--- config.mk ---
export PLATFORM = sky130hd
export DESIGN_NAME = adcsq_ctrl
export DESIGN_NICKNAME = d
export VERILOG_FILES = /design/src/logic/adcsq_pkg.sv /design/src/logic/adcsq_conv_timer.sv /design/src/logic/adcsq_ctrl.sv
export SDC_FILE = /design/constraint.sdc
export NUM_CORES = 1
export LEC_CHECK = 0
export ABC_AREA = 1
export BUFFER_PORTS_ARGS = -buffer_cell sky130_fd_sc_hd__buf_2
export CAP_MARGIN = 25
export CORE_AREA = 10 10 106 117
export DETAILED_ROUTE_END_ITERATION = 7
export DIE_AREA = 0 0 116 127
export PLACE_DENSITY = 0.66
export RECOVER_POWER = 25
export SLEW_MARGIN = 5
export SYNTH_ARGS = -nofsm -noshare
export SYNTH_HDL_FRONTEND = slang
export SYNTH_SLANG_ARGS = --single-unit
--- constraint.sdc ---
create_clock -name core_clk_i -period 1.75 [get_ports core_clk_i]
set_input_delay 0.35 -clock core_clk_i [delete_from_list [all_inputs] [get_ports core_clk_i]]
set_output_delay 0.35 -clock core_clk_i [all_outputs]
set_load 0.02 [all_outputs]
--- src/logic/adcsq_pkg.sv ---
// Purpose: Shared constants, types and decode functions for the converter sequencer control.
// Assumes: One system clock; the sample rate is one eighth of it.
// Notes: Offsets are special-function register addresses on the byte-wide register port.
// Function
// - Sequence reference chosen by two-bit field.
// - Conversion lasts decimation plus sixteen sample periods.
// - Fixed divide-by-eight gives the sample clock.
// - Interrupt only on single conversion completion.
// - DMA trigger only on sequence conversion completion.
// - Per-channel DMA pulse for channels zero to seven.
// - Any-channel DMA pulse for every sequence result.
// - Low result holds bits five..zero, low zeros.
// - High result holds bits thirteen..six, reset zero.
// - Done flag set at end, cleared reading high.
// - Unread result keeps done flag set, no overrun.
// - Go bit starts sequence if manual and idle.
// - Trigger select: pin, continuous, timer, go bit.
// - Bits three..two forwarded to random generator.
// - Decimation codes select 64, 128, 256, 512.
// - Single conversion queued behind a running sequence.
// - Sequence channels built from the end field.
// - Results two's complement, left aligned.
package adcsq_pkg;

	localparam logic [7:0] ADDR_CTRL_ONE = 8'hb4;
	localparam logic [7:0] ADDR_SEQ_CFG = 8'hb5;
	localparam logic [7:0] ADDR_SINGLE_CFG = 8'hb6;
	localparam logic [7:0] ADDR_RES_LOW = 8'hba;
	localparam logic [7:0] ADDR_RES_HIGH = 8'hbb;

	localparam int CTRL_EOC_BIT = 7;
	localparam int CTRL_ST_BIT = 6;
	localparam int CTRL_TRIGGER_SOURCE_SELECT_LSB = 4;
	localparam int CTRL_RNG_LSB = 2;
	localparam int CTRL_RSV_LSB = 0;
	localparam int CFG_REF_LSB = 6;
	localparam int CFG_DIV_LSB = 4;
	localparam int CFG_CH_LSB = 0;
	localparam int RES_LOW_LSB = 2;
	localparam int RES_W = 14;
	localparam int RES_SPLIT = 6;

	localparam logic [1:0] TRIGGER_SOURCE_SELECT_RST = 2'h3;
	localparam logic [1:0] RNG_RST = 2'h0;
	localparam logic [1:0] RSV_RST = 2'h3;
	localparam logic [1:0] SEQ_REFERENCE_CHOICE_RST = 2'h0;
	localparam logic [1:0] SEQ_DECIMATION_CHOICE_RST = 2'h1;
	localparam logic [3:0] SCH_RST = 4'h0;
	localparam logic [7:0] SINGLE_CFG_RST = 8'h00;
	localparam logic [13:0] RES_RST = 14'h0000;

	localparam logic [1:0] TRIG_PIN = 2'h0;
	localparam logic [1:0] TRIG_FULL = 2'h1;
	localparam logic [1:0] TRIG_TIMER = 2'h2;
	localparam logic [1:0] TRIG_MANUAL = 2'h3;

	localparam logic [3:0] CH_DIFF_FIRST = 4'h8;
	localparam logic [3:0] CH_SINGLE_ONLY = 4'hc;
	localparam int DMA_CH_COUNT = 8;

	// A 32 MHz system clock period, and the 0.25 us sample period.
	localparam int SYS_CLK_PERIOD_PS = 31250;
	localparam int SAMPLE_PERIOD_PS = 250000;
	localparam int SAMPLE_DIV = SAMPLE_PERIOD_PS / SYS_CLK_PERIOD_PS;
	localparam int DIV_W = 3;
	localparam int CONV_EXTRA_PERIODS = 16;
	localparam int DECIM_BASE = 64;
	localparam int CNT_W = 10;

	typedef enum logic [2:0] {
		CS_IDLE = 3'b001,
		CS_SINGLE = 3'b010,
		CS_SEQ = 3'b100
	} adcsq_conv_state_t;

	// Sample periods for one conversion: 64, 128, 256 or 512 plus sixteen.
	function automatic logic [CNT_W-1:0] conv_periods(input logic [1:0] code);
		conv_periods = (CNT_W'(DECIM_BASE) << code) + CNT_W'(CONV_EXTRA_PERIODS);
	endfunction

	function automatic logic [3:0] seq_first(input logic [3:0] last);
		if (last < CH_DIFF_FIRST)
			seq_first = 4'h0;
		else if (last < CH_SINGLE_ONLY)
			seq_first = CH_DIFF_FIRST;
		else
			seq_first = last;
	endfunction

	function automatic logic [3:0] seq_after(input logic [3:0] last);
		seq_after = (last < CH_SINGLE_ONLY) ? last + 4'h1 : last;
	endfunction

endpackage

--- src/logic/adcsq_conv_timer.sv ---
// Purpose: Sample clock divider and conversion length counter.
// Assumes: Start arrives only while the timer is not busy.
// Notes: The divider runs free, so the first period may be short by up to seven clocks.
module adcsq_conv_timer (
	input wire logic core_clk_i,
	input wire logic rst_b_i,
	input wire logic start_i,
	input wire logic [1:0] decim_i,
	output logic busy_o,
	output logic done_o
);

	logic [adcsq_pkg::DIV_W-1:0] div_r;
	logic sample_en_r;
	logic [adcsq_pkg::CNT_W-1:0] cnt_r;
	logic busy_r;
	logic done_r;
	wire div_wrap = (div_r == adcsq_pkg::DIV_W'(adcsq_pkg::SAMPLE_DIV - 1));
	wire last_period = busy_r && sample_en_r && (cnt_r == '0);

	always_ff @(posedge core_clk_i) begin
		if (!rst_b_i) begin
			div_r <= '0;
			sample_en_r <= 1'b0;
		end else begin
			div_r <= div_wrap ? '0 : div_r + adcsq_pkg::DIV_W'(1);
			sample_en_r <= div_wrap;
		end
	end

	always_ff @(posedge core_clk_i) begin
		if (!rst_b_i) begin
			cnt_r <= '0;
			busy_r <= 1'b0;
			done_r <= 1'b0;
		end else begin
			done_r <= last_period;
			if (start_i && !busy_r) begin
				busy_r <= 1'b1;
				cnt_r <= adcsq_pkg::conv_periods(decim_i) - adcsq_pkg::CNT_W'(1);
			end else if (last_period) begin
				busy_r <= 1'b0;
			end else if (busy_r && sample_en_r) begin
				cnt_r <= cnt_r - adcsq_pkg::CNT_W'(1);
			end
		end
	end

	assign busy_o = busy_r;
	assign done_o = done_r;

endmodule

--- src/logic/adcsq_ctrl.sv ---
// Purpose: Register file, trigger selection and sequencing around the converter core.
// Assumes: The core presents a stable, left-aligned result on conv_data_i while done is reported.
// Notes: Read data appears one clock after the read strobe; side effects act at the strobe.
module adcsq_ctrl (
	input wire logic core_clk_i,
	input wire logic rst_b_i,
	input wire logic [7:0] sfr_addr_i,
	input wire logic sfr_wr_i,
	input wire logic sfr_rd_i,
	input wire logic [7:0] sfr_wdata_i,
	input wire logic external_trigger_pin_i,
	input wire logic timer_compare_i,
	input wire logic [13:0] conv_data_i,
	output logic [7:0] sfr_rdata_o,
	output logic conv_start_o,
	output logic [3:0] conv_channel_o,
	output logic [1:0] conv_ref_o,
	output logic [1:0] conv_decim_o,
	output logic irq_o,
	output logic any_channel_dma_request_o,
	output logic [7:0] per_channel_dma_request_o,
	output logic [1:0] rng_ctrl_o
);

	// Control register one.
	logic eoc_r;
	logic manual_go_bit_r;
	logic [1:0] trigger_source_select_r;
	logic [1:0] rng_ctrl_r;
	logic [1:0] rsv_r;
	// Sequence configuration.
	logic [1:0] seq_reference_choice_r;
	logic [1:0] seq_decimation_choice_r;
	logic [3:0] seq_last_r;
	logic [3:0] sequence_end_field_r;
	// Single conversion configuration.
	logic [7:0] single_conversion_config_r;
	logic single_pend_r;
	// Sequencer.
	adcsq_pkg::adcsq_conv_state_t cs_r;
	adcsq_pkg::adcsq_conv_state_t cs_nxt;
	logic seq_active_r;
	logic seq_need_r;
	logic seq_req_r;
	logic [13:0] res_r;
	// Converter and event outputs.
	logic launch_r;
	logic [3:0] conv_channel_r;
	logic [1:0] conv_ref_r;
	logic [1:0] conv_decim_r;
	logic irq_r;
	logic any_dma_r;
	logic [7:0] ch_dma_r;
	logic [7:0] rdata_r;
	logic [2:0] pin_sync_r;
	logic pin_lvl_r;

	logic tmr_busy;
	logic tmr_done;

	adcsq_conv_timer u_timer (
		.core_clk_i(core_clk_i),
		.rst_b_i(rst_b_i),
		.start_i(launch_r),
		.decim_i(conv_decim_r),
		.busy_o(tmr_busy),
		.done_o(tmr_done)
	);

	// Register port decode.
	wire wr_ctrl = sfr_wr_i && (sfr_addr_i == adcsq_pkg::ADDR_CTRL_ONE);
	wire wr_seq = sfr_wr_i && (sfr_addr_i == adcsq_pkg::ADDR_SEQ_CFG);
	wire wr_single = sfr_wr_i && (sfr_addr_i == adcsq_pkg::ADDR_SINGLE_CFG);
	wire rd_high = sfr_rd_i && (sfr_addr_i == adcsq_pkg::ADDR_RES_HIGH);

	wire [1:0] wr_trigger_source_select = sfr_wdata_i[adcsq_pkg::CTRL_TRIGGER_SOURCE_SELECT_LSB +: 2];
	wire wr_go = wr_ctrl && sfr_wdata_i[adcsq_pkg::CTRL_ST_BIT] && (wr_trigger_source_select == adcsq_pkg::TRIG_MANUAL)
		&& !seq_active_r;

	// The first stage is read only by the second. A level counts once stages two and three agree,
	// so a glitch shorter than two clocks never starts a sequence.
	wire pin_agree = (pin_sync_r[1] == pin_sync_r[2]);
	wire pin_rise = pin_agree && pin_sync_r[2] && !pin_lvl_r;

	logic trig_sel;
	always_comb begin
		unique case (trigger_source_select_r)
			adcsq_pkg::TRIG_PIN: trig_sel = pin_rise;
			adcsq_pkg::TRIG_FULL: trig_sel = 1'b1;
			adcsq_pkg::TRIG_TIMER: trig_sel = timer_compare_i;
			adcsq_pkg::TRIG_MANUAL: trig_sel = manual_go_bit_r;
		endcase
	end

	// A trigger is accepted only between sequences; it waits there while a single runs.
	wire trig_take = trig_sel && !seq_active_r;
	wire idle = (cs_r == adcsq_pkg::CS_IDLE) && !tmr_busy;
	wire launch_single = idle && single_pend_r && !seq_active_r;
	wire launch_seq = idle && seq_active_r && seq_need_r;
	wire seq_begin = idle && seq_req_r && !seq_active_r && !single_pend_r;

	wire done_single = tmr_done && (cs_r == adcsq_pkg::CS_SINGLE);
	wire done_seq = tmr_done && (cs_r == adcsq_pkg::CS_SEQ);
	wire seq_last_done = done_seq && (sequence_end_field_r == seq_last_r);

	always_comb begin
		cs_nxt = cs_r;
		unique case (cs_r)
			adcsq_pkg::CS_IDLE: begin
				if (launch_single)
					cs_nxt = adcsq_pkg::CS_SINGLE;
				else if (launch_seq)
					cs_nxt = adcsq_pkg::CS_SEQ;
			end
			adcsq_pkg::CS_SINGLE: begin
				if (tmr_done)
					cs_nxt = adcsq_pkg::CS_IDLE;
			end
			adcsq_pkg::CS_SEQ: begin
				if (tmr_done)
					cs_nxt = adcsq_pkg::CS_IDLE;
			end
			default: cs_nxt = adcsq_pkg::CS_IDLE;
		endcase
	end

	// Read multiplexer; unmapped addresses read as zero.
	wire [7:0] rd_ctrl = {eoc_r, manual_go_bit_r, trigger_source_select_r, rng_ctrl_r, rsv_r};
	wire [7:0] rd_seq = {seq_reference_choice_r, seq_decimation_choice_r, sequence_end_field_r};
	wire [7:0] rd_low = {res_r[adcsq_pkg::RES_SPLIT-1:0], 2'h0};
	wire [7:0] rd_hi = res_r[adcsq_pkg::RES_W-1:adcsq_pkg::RES_SPLIT];

	logic [7:0] rdata_nxt;
	always_comb begin
		unique case (sfr_addr_i)
			adcsq_pkg::ADDR_CTRL_ONE: rdata_nxt = rd_ctrl;
			adcsq_pkg::ADDR_SEQ_CFG: rdata_nxt = rd_seq;
			adcsq_pkg::ADDR_SINGLE_CFG: rdata_nxt = single_conversion_config_r;
			adcsq_pkg::ADDR_RES_LOW: rdata_nxt = rd_low;
			adcsq_pkg::ADDR_RES_HIGH: rdata_nxt = rd_hi;
			default: rdata_nxt = 8'h00;
		endcase
	end

	always_ff @(posedge core_clk_i) begin
		if (!rst_b_i)
			rdata_r <= 8'h00;
		else if (sfr_rd_i)
			rdata_r <= rdata_nxt;
	end

	always_ff @(posedge core_clk_i) begin
		if (!rst_b_i) begin
			pin_sync_r <= 3'h0;
			pin_lvl_r <= 1'b0;
		end else begin
			pin_sync_r <= {pin_sync_r[1:0], external_trigger_pin_i};
			if (pin_agree)
				pin_lvl_r <= pin_sync_r[2];
		end
	end

	// Control register one. The reserved pair is stored as written.
	always_ff @(posedge core_clk_i) begin
		if (!rst_b_i) begin
			trigger_source_select_r <= adcsq_pkg::TRIGGER_SOURCE_SELECT_RST;
			rng_ctrl_r <= adcsq_pkg::RNG_RST;
			rsv_r <= adcsq_pkg::RSV_RST;
		end else if (wr_ctrl) begin
			trigger_source_select_r <= wr_trigger_source_select;
			rng_ctrl_r <= sfr_wdata_i[adcsq_pkg::CTRL_RNG_LSB +: 2];
			rsv_r <= sfr_wdata_i[adcsq_pkg::CTRL_RSV_LSB +: 2];
		end
	end

	// Done flag: a new result while the old is unread keeps it high, and set beats clear.
	always_ff @(posedge core_clk_i) begin
		if (!rst_b_i)
			eoc_r <= 1'b0;
		else if (tmr_done)
			eoc_r <= 1'b1;
		else if (rd_high)
			eoc_r <= 1'b0;
	end

	// Go bit reads one from acceptance until its sequence completes.
	always_ff @(posedge core_clk_i) begin
		if (!rst_b_i)
			manual_go_bit_r <= 1'b0;
		else if (seq_last_done)
			manual_go_bit_r <= 1'b0;
		else if (wr_go)
			manual_go_bit_r <= 1'b1;
	end

	// Sequence configuration; the channel field reads back the channel in progress.
	always_ff @(posedge core_clk_i) begin
		if (!rst_b_i) begin
			seq_reference_choice_r <= adcsq_pkg::SEQ_REFERENCE_CHOICE_RST;
			seq_decimation_choice_r <= adcsq_pkg::SEQ_DECIMATION_CHOICE_RST;
			seq_last_r <= adcsq_pkg::SCH_RST;
		end else if (wr_seq) begin
			seq_reference_choice_r <= sfr_wdata_i[adcsq_pkg::CFG_REF_LSB +: 2];
			seq_decimation_choice_r <= sfr_wdata_i[adcsq_pkg::CFG_DIV_LSB +: 2];
			seq_last_r <= sfr_wdata_i[adcsq_pkg::CFG_CH_LSB +: 4];
		end
	end

	always_ff @(posedge core_clk_i) begin
		if (!rst_b_i) begin
			seq_active_r <= 1'b0;
			seq_need_r <= 1'b0;
			seq_req_r <= 1'b0;
			sequence_end_field_r <= adcsq_pkg::SCH_RST;
		end else begin
			if (seq_begin)
				seq_req_r <= 1'b0;
			else if (trig_take)
				seq_req_r <= 1'b1;
			if (seq_begin) begin
				seq_active_r <= 1'b1;
				seq_need_r <= 1'b1;
				sequence_end_field_r <= adcsq_pkg::seq_first(seq_last_r);
			end else if (seq_last_done) begin
				seq_active_r <= 1'b0;
				sequence_end_field_r <= adcsq_pkg::seq_after(seq_last_r);
			end else if (done_seq) begin
				seq_need_r <= 1'b1;
				sequence_end_field_r <= sequence_end_field_r + 4'h1;
			end else if (launch_seq) begin
				seq_need_r <= 1'b0;
			end else if (wr_seq && !seq_active_r) begin
				sequence_end_field_r <= sfr_wdata_i[adcsq_pkg::CFG_CH_LSB +: 4];
			end
		end
	end

	// Single conversion: writing the register queues it; it runs once no sequence holds the core.
	always_ff @(posedge core_clk_i) begin
		if (!rst_b_i) begin
			single_conversion_config_r <= adcsq_pkg::SINGLE_CFG_RST;
			single_pend_r <= 1'b0;
		end else if (wr_single) begin
			single_conversion_config_r <= sfr_wdata_i;
			single_pend_r <= 1'b1;
		end else if (launch_single) begin
			single_pend_r <= 1'b0;
		end
	end

	// Launch towards the core and the conversion timer.
	always_ff @(posedge core_clk_i) begin
		if (!rst_b_i) begin
			cs_r <= adcsq_pkg::CS_IDLE;
			launch_r <= 1'b0;
			conv_channel_r <= adcsq_pkg::SCH_RST;
			conv_ref_r <= adcsq_pkg::SEQ_REFERENCE_CHOICE_RST;
			conv_decim_r <= adcsq_pkg::SEQ_DECIMATION_CHOICE_RST;
		end else begin
			cs_r <= cs_nxt;
			launch_r <= launch_single || launch_seq;
			if (launch_single) begin
				conv_channel_r <= single_conversion_config_r[adcsq_pkg::CFG_CH_LSB +: 4];
				conv_ref_r <= single_conversion_config_r[adcsq_pkg::CFG_REF_LSB +: 2];
				conv_decim_r <= single_conversion_config_r[adcsq_pkg::CFG_DIV_LSB +: 2];
			end else if (launch_seq) begin
				conv_channel_r <= sequence_end_field_r;
				conv_ref_r <= seq_reference_choice_r;
				conv_decim_r <= seq_decimation_choice_r;
			end
		end
	end

	// Result is taken as the core delivers it, already two's complement and left aligned.
	always_ff @(posedge core_clk_i) begin
		if (!rst_b_i)
			res_r <= adcsq_pkg::RES_RST;
		else if (tmr_done)
			res_r <= conv_data_i;
	end

	// Completion events; each is one clock wide.
	always_ff @(posedge core_clk_i) begin
		if (!rst_b_i) begin
			irq_r <= 1'b0;
			any_dma_r <= 1'b0;
		end else begin
			irq_r <= done_single;
			any_dma_r <= done_seq;
		end
	end

	genvar gi;
	generate
		for (gi = 0; gi < adcsq_pkg::DMA_CH_COUNT; gi++) begin : g_ch_dma
			always_ff @(posedge core_clk_i) begin
				if (!rst_b_i)
					ch_dma_r[gi] <= 1'b0;
				else
					ch_dma_r[gi] <= done_seq && (sequence_end_field_r == 4'(gi));
			end
		end
	endgenerate

	assign sfr_rdata_o = rdata_r;
	assign conv_start_o = launch_r;
	assign conv_channel_o = conv_channel_r;
	assign conv_ref_o = conv_ref_r;
	assign conv_decim_o = conv_decim_r;
	assign irq_o = irq_r;
	assign any_channel_dma_request_o = any_dma_r;
	assign per_channel_dma_request_o = ch_dma_r;
	assign rng_ctrl_o = rng_ctrl_r;

endmodule

==> impl_metrics.json <==
{
  "cp.buffers_inverters": 2,
  "cts_tree": "built",
  "yosysWarningCount": 0,
  "arrival_ns": 1.77,
  "gp_routability_congestion": 0.874,
  "hold_path.class": "input pin to register",
  "worstRegToRegCells": 9,
  "worst_setup_path_start_kind": "register",
  "syn_area_cell_um2": 7.18,
  "num-fill-cells": 1017,
  "unrepaired_setup_endpoints_after_global_routing": "false",
  "reg2reg_slack_ns": 0.20,
  "synth_xor_xnor_area_share_pct": 1.15,
  "use_met3_pct": 3.89,
  "post_cts.resized_instances": 0,
  "synth_top_cell_area_share_pct": 41.9,
  "grt_pass1_vias": 4253,
  "syn_area_um2": 4590,
  "finalInstanceArea_um2": 5330,
  "fmax_ghz": 0.647,
  "switchingPower_mw": 0.958,
  "drt_first_iter_violations": 380,
  "power.static_leakage_nw": 2.40,
  "synth.lib_cells_used.distinct": 37,
  "synth_fp_nets": 685,
  "slew_viol_final": 0,
  "synthArstFlopShare_pct": 0,
  "critical_path_destination": "u_timer.cnt_r[8]",
  "synth_top_area_cell": "sky130_fd_sc_hd__dfxtp_1",
  "drt_wl_total_um": 12400,
  "die_h_um": 127,
  "slowest_stage": "sky130_fd_sc_hd__dfxtp_1",
  "via_count_of_the_routed_design": 4351,
  "cts_made_buffers": 9,
  "finalWorstPathRequiredPeriod_ns": 1.55,
  "cp_slowest_stage_delay_ns": 0.33,
  "internal_power_mw": 3.46,
  "hpwl_um": 9520,
  "chipWidth_um": 116,
  "path_depth": 9,
  "synthSimpleGateAreaFrac_pct": 33.9,
  "num_antenna_cells": 0,
  "fp-row-count": 39,
  "avgRoutedWirePerCell_um": 14.8,
  "synth-edff-count": 0,
  "clock-sinks": 96,
  "grt_antenna_before_repair": 0,
  "cts_max_level": 3,
  "result_of_the_run": "completed",
  "synth_mux_area_share_pct": 0,
  "core_um2": 10100,
  "fin_tns_setup_ns": 0,
  "final.setup_skew_ns": 0.00695,
  "ys_top_cells_by_area": "sky130_fd_sc_hd__dfxtp_1, sky130_fd_sc_hd__nand2_1, sky130_fd_sc_hd__nor2_1, sky130_fd_sc_hd__nand3_1, sky130_fd_sc_hd__o21ai_0",
  "drv_cap": 0,
  "vdd.ir_drop.worst_v": 0.000556,
  "most_frequent_cells_after_synthesis": "sky130_fd_sc_hd__nand2_1, sky130_fd_sc_hd__dfxtp_1, sky130_fd_sc_hd__nor2_1",
  "worst_hold_startpoint": "external_trigger_pin_i",
  "tcrit_tclk_final_pct": 88.3,
  "power_frac_clock_pct": 44.9,
  "regToRegStartpoint": "u_timer.cnt_r[0]",
  "final_layout_size_suffix_gt1_share_pct": 17.4,
  "synth_sequential_area_ratio_pct": 41.9,
  "port_buffers": 64,
  "cellPowerDensity_nw_per_um2": 830,
  "finalSetupViolCount": 0,
  "synth_top_family_by_area": "simple AND/OR/NAND/NOR gates",
  "drt-vias-per-instance": 5.21,
  "floorplan.die_area_um2": 14700,
  "critical_path.max_fanout": 10,
  "crit_path_start": "u_timer.cnt_r[0]",
  "yosys.cell_count.top_type": "sky130_fd_sc_hd__nand2_1",
  "synth_fa_ha_area_share_pct": 2.73,
  "ant_nets": 0,
  "combinationalPowerShare_pct": 5.0,
  "gate_count_post_synth": 639,
  "groute.layer.met2.usage_pct": 27.7,
  "critical_path.reg2reg.endpoint": "u_timer.cnt_r[8]",
  "cpLargestDelayFamily": "simple AND/OR/NAND/NOR gates",
  "maximum_buffer_depth_of_the_clock_tree": 2,
  "drc": 0,
  "synth-seq-cells": 96,
  "post_cts_buffers": 0,
  "switching_share_pct": 21.7,
  "grt_start_max_net_pins": 25,
  "cts_hold_buffers": 0,
  "grt_first_pass_wirelength_um": 20700,
  "setup.worst_path.end_class": "register",
  "slew_headroom_pct": 41.8,
  "finish.net_count": 753,
  "busiest_layer": "met2",
  "timing_worst_setup_path_type": "register to register",
  "power.share.sequential_pct": 50.1,
  "drt_pass1_iterations": 5,
  "boundaryPins": 65,
  "area_delta_synth_final_pct": 16.2,
  "number_of_endpoints_with_negative_hold_slack_in_the_final_report": 0,
  "placement.cell_area_um2": 5050,
  "total_power_mw": 4.42,
  "cts.clk_slew.worst_paths_ns": 0.07,
  "global_route.usage.total_pct": 17.3,
  "clockRootBuffer": "sky130_fd_sc_hd__clkbuf_16",
  "worstPathCellList": "inv_1 -> ha_1 -> nand2_2 -> nor2_4 -> nand4_4 -> nand2_4 -> inv_2 -> nand2_1 -> a21oi_1",
  "ys_dominant_reg_cell": "sky130_fd_sc_hd__dfxtp_1",
  "initial_core_util_pct": 45.2,
  "synth-compound-area-share_pct": 12.4,
  "placed_cells": 819,
  "grtUsageMet1_pct": 21.8,
  "final_cells": 835,
  "cp.required_ns": 1.98,
  "globalRouteOverflowTotal": 0,
  "worst_skew_pair.late_latency_ns": 0.34,
  "worst_pin_slew_ns": 0.873
}
-- worst min path at each step --
stage / cells past startpoint / endpoint / slack (ns)
finish: 3 / pin_sync_r[0] / 0.19
global route: 3 / pin_sync_r[0] / 0.23
CTS: 3 / pin_sync_r[0] / 0.19
detailed placement: 2 / pin_sync_r[1] / 0.41
global placement: 2 / pin_sync_r[1] / 0.40
floorplan: 2 / pin_sync_r[1] / 0.39
-- area by class of cell --
type	count	area [µm²]	share of cell area (%)
tap	123	154	2.89
timing repair buffer	79	410	7.70
multi-input combinational	457	2300	43.2
inverter	64	240	4.51
clock inverter	3	40.0	0.751
sequential	96	1920	36.1
clock buffer	13	260	4.88
-- logic make-up after synthesis --
kind of cell | count (synthesis)
simple gates | 331
xor+xnor | 6
buf+inv | 86
fa+ha+maj | 10
compound gates | 110
flops | 96
-- through the flow --
step	util [%]	setup slack [ns]	hold WS, ns
after global routing	52.5	0.0813	0.226
final	52.5	0.205	0.187
after global placement	49.8	0.172	0.403
after CTS	52.7	0.211	0.185
after detailed placement	49.8	0.160	0.407
after floorplan	-	0.353	0.390
-- flip-flops by register name, indices dropped and copies added (netlist names), 3 cells and up --
signal                      cells
seq_last_r                      4
sfr_rdata_o                     8
u_timer.div_r                   3
sequence_end_field_r            4
per_channel_dma_request_o       8
u_timer.cnt_r                  10
conv_channel_o                  4
cs_r                            3
res_r                          14
pin_sync_r                      3
single_conversion_config_r      8
-- power groups by stage --
stage,Sequential [mW],Combinational (mW),Clock [mW]
3_5_place_dp,2.26,0.224,0
6_report,2.22,0.223,1.98
2_1_floorplan,2.27,0.119,0
5_1_grt,2.22,0.248,2.11
3_3_place_gp,2.26,0.220,0
4_1_cts,2.21,0.225,2.01
-- layout by cell type, fill, tap and decap left out, types with 3 or more instances in the layout --
cell type,count
sky130_fd_sc_hd__o21ai_0,55
sky130_fd_sc_hd__dfxtp_1,96
sky130_fd_sc_hd__nand2_2,7
sky130_fd_sc_hd__ha_1,10
sky130_fd_sc_hd__nand3_1,56
sky130_fd_sc_hd__a21oi_1,39
sky130_fd_sc_hd__buf_2,54
sky130_fd_sc_hd__o21ai_1,5
sky130_fd_sc_hd__xor2_1,4
sky130_fd_sc_hd__nor2_2,8
sky130_fd_sc_hd__inv_2,8
sky130_fd_sc_hd__clkbuf_16,9
sky130_fd_sc_hd__nor3_1,11
sky130_fd_sc_hd__nand4_1,10
sky130_fd_sc_hd__nor2_1,77
sky130_fd_sc_hd__inv_1,55
sky130_fd_sc_hd__a31oi_1,7
sky130_fd_sc_hd__nand2_1,141
sky130_fd_sc_hd__clkbuf_1,14
sky130_fd_sc_hd__nor2_4,8
sky130_fd_sc_hd__buf_4,12
sky130_fd_sc_hd__or2_2,3
-- layer usage --
layer	vias up	part of all wire [%]
met5	-	0
met4	0	2.8
met3	31	5.0
met2	123	47
met1	1972	45
li1	2225	-
-- worst register-to-register path, stage by stage (launching register included) --
cell and delay (ns):
sky130_fd_sc_hd__dfxtp_1 0.33, sky130_fd_sc_hd__inv_1 0.07, sky130_fd_sc_hd__ha_1 0.22, sky130_fd_sc_hd__nand2_2 0.12, sky130_fd_sc_hd__nor2_4 0.17, sky130_fd_sc_hd__nand4_4 0.15
sky130_fd_sc_hd__nand2_4 0.17, sky130_fd_sc_hd__inv_2 0.08, sky130_fd_sc_hd__nand2_1 0.07, sky130_fd_sc_hd__a21oi_1 0.05
(Power assumes the default switching activity.)
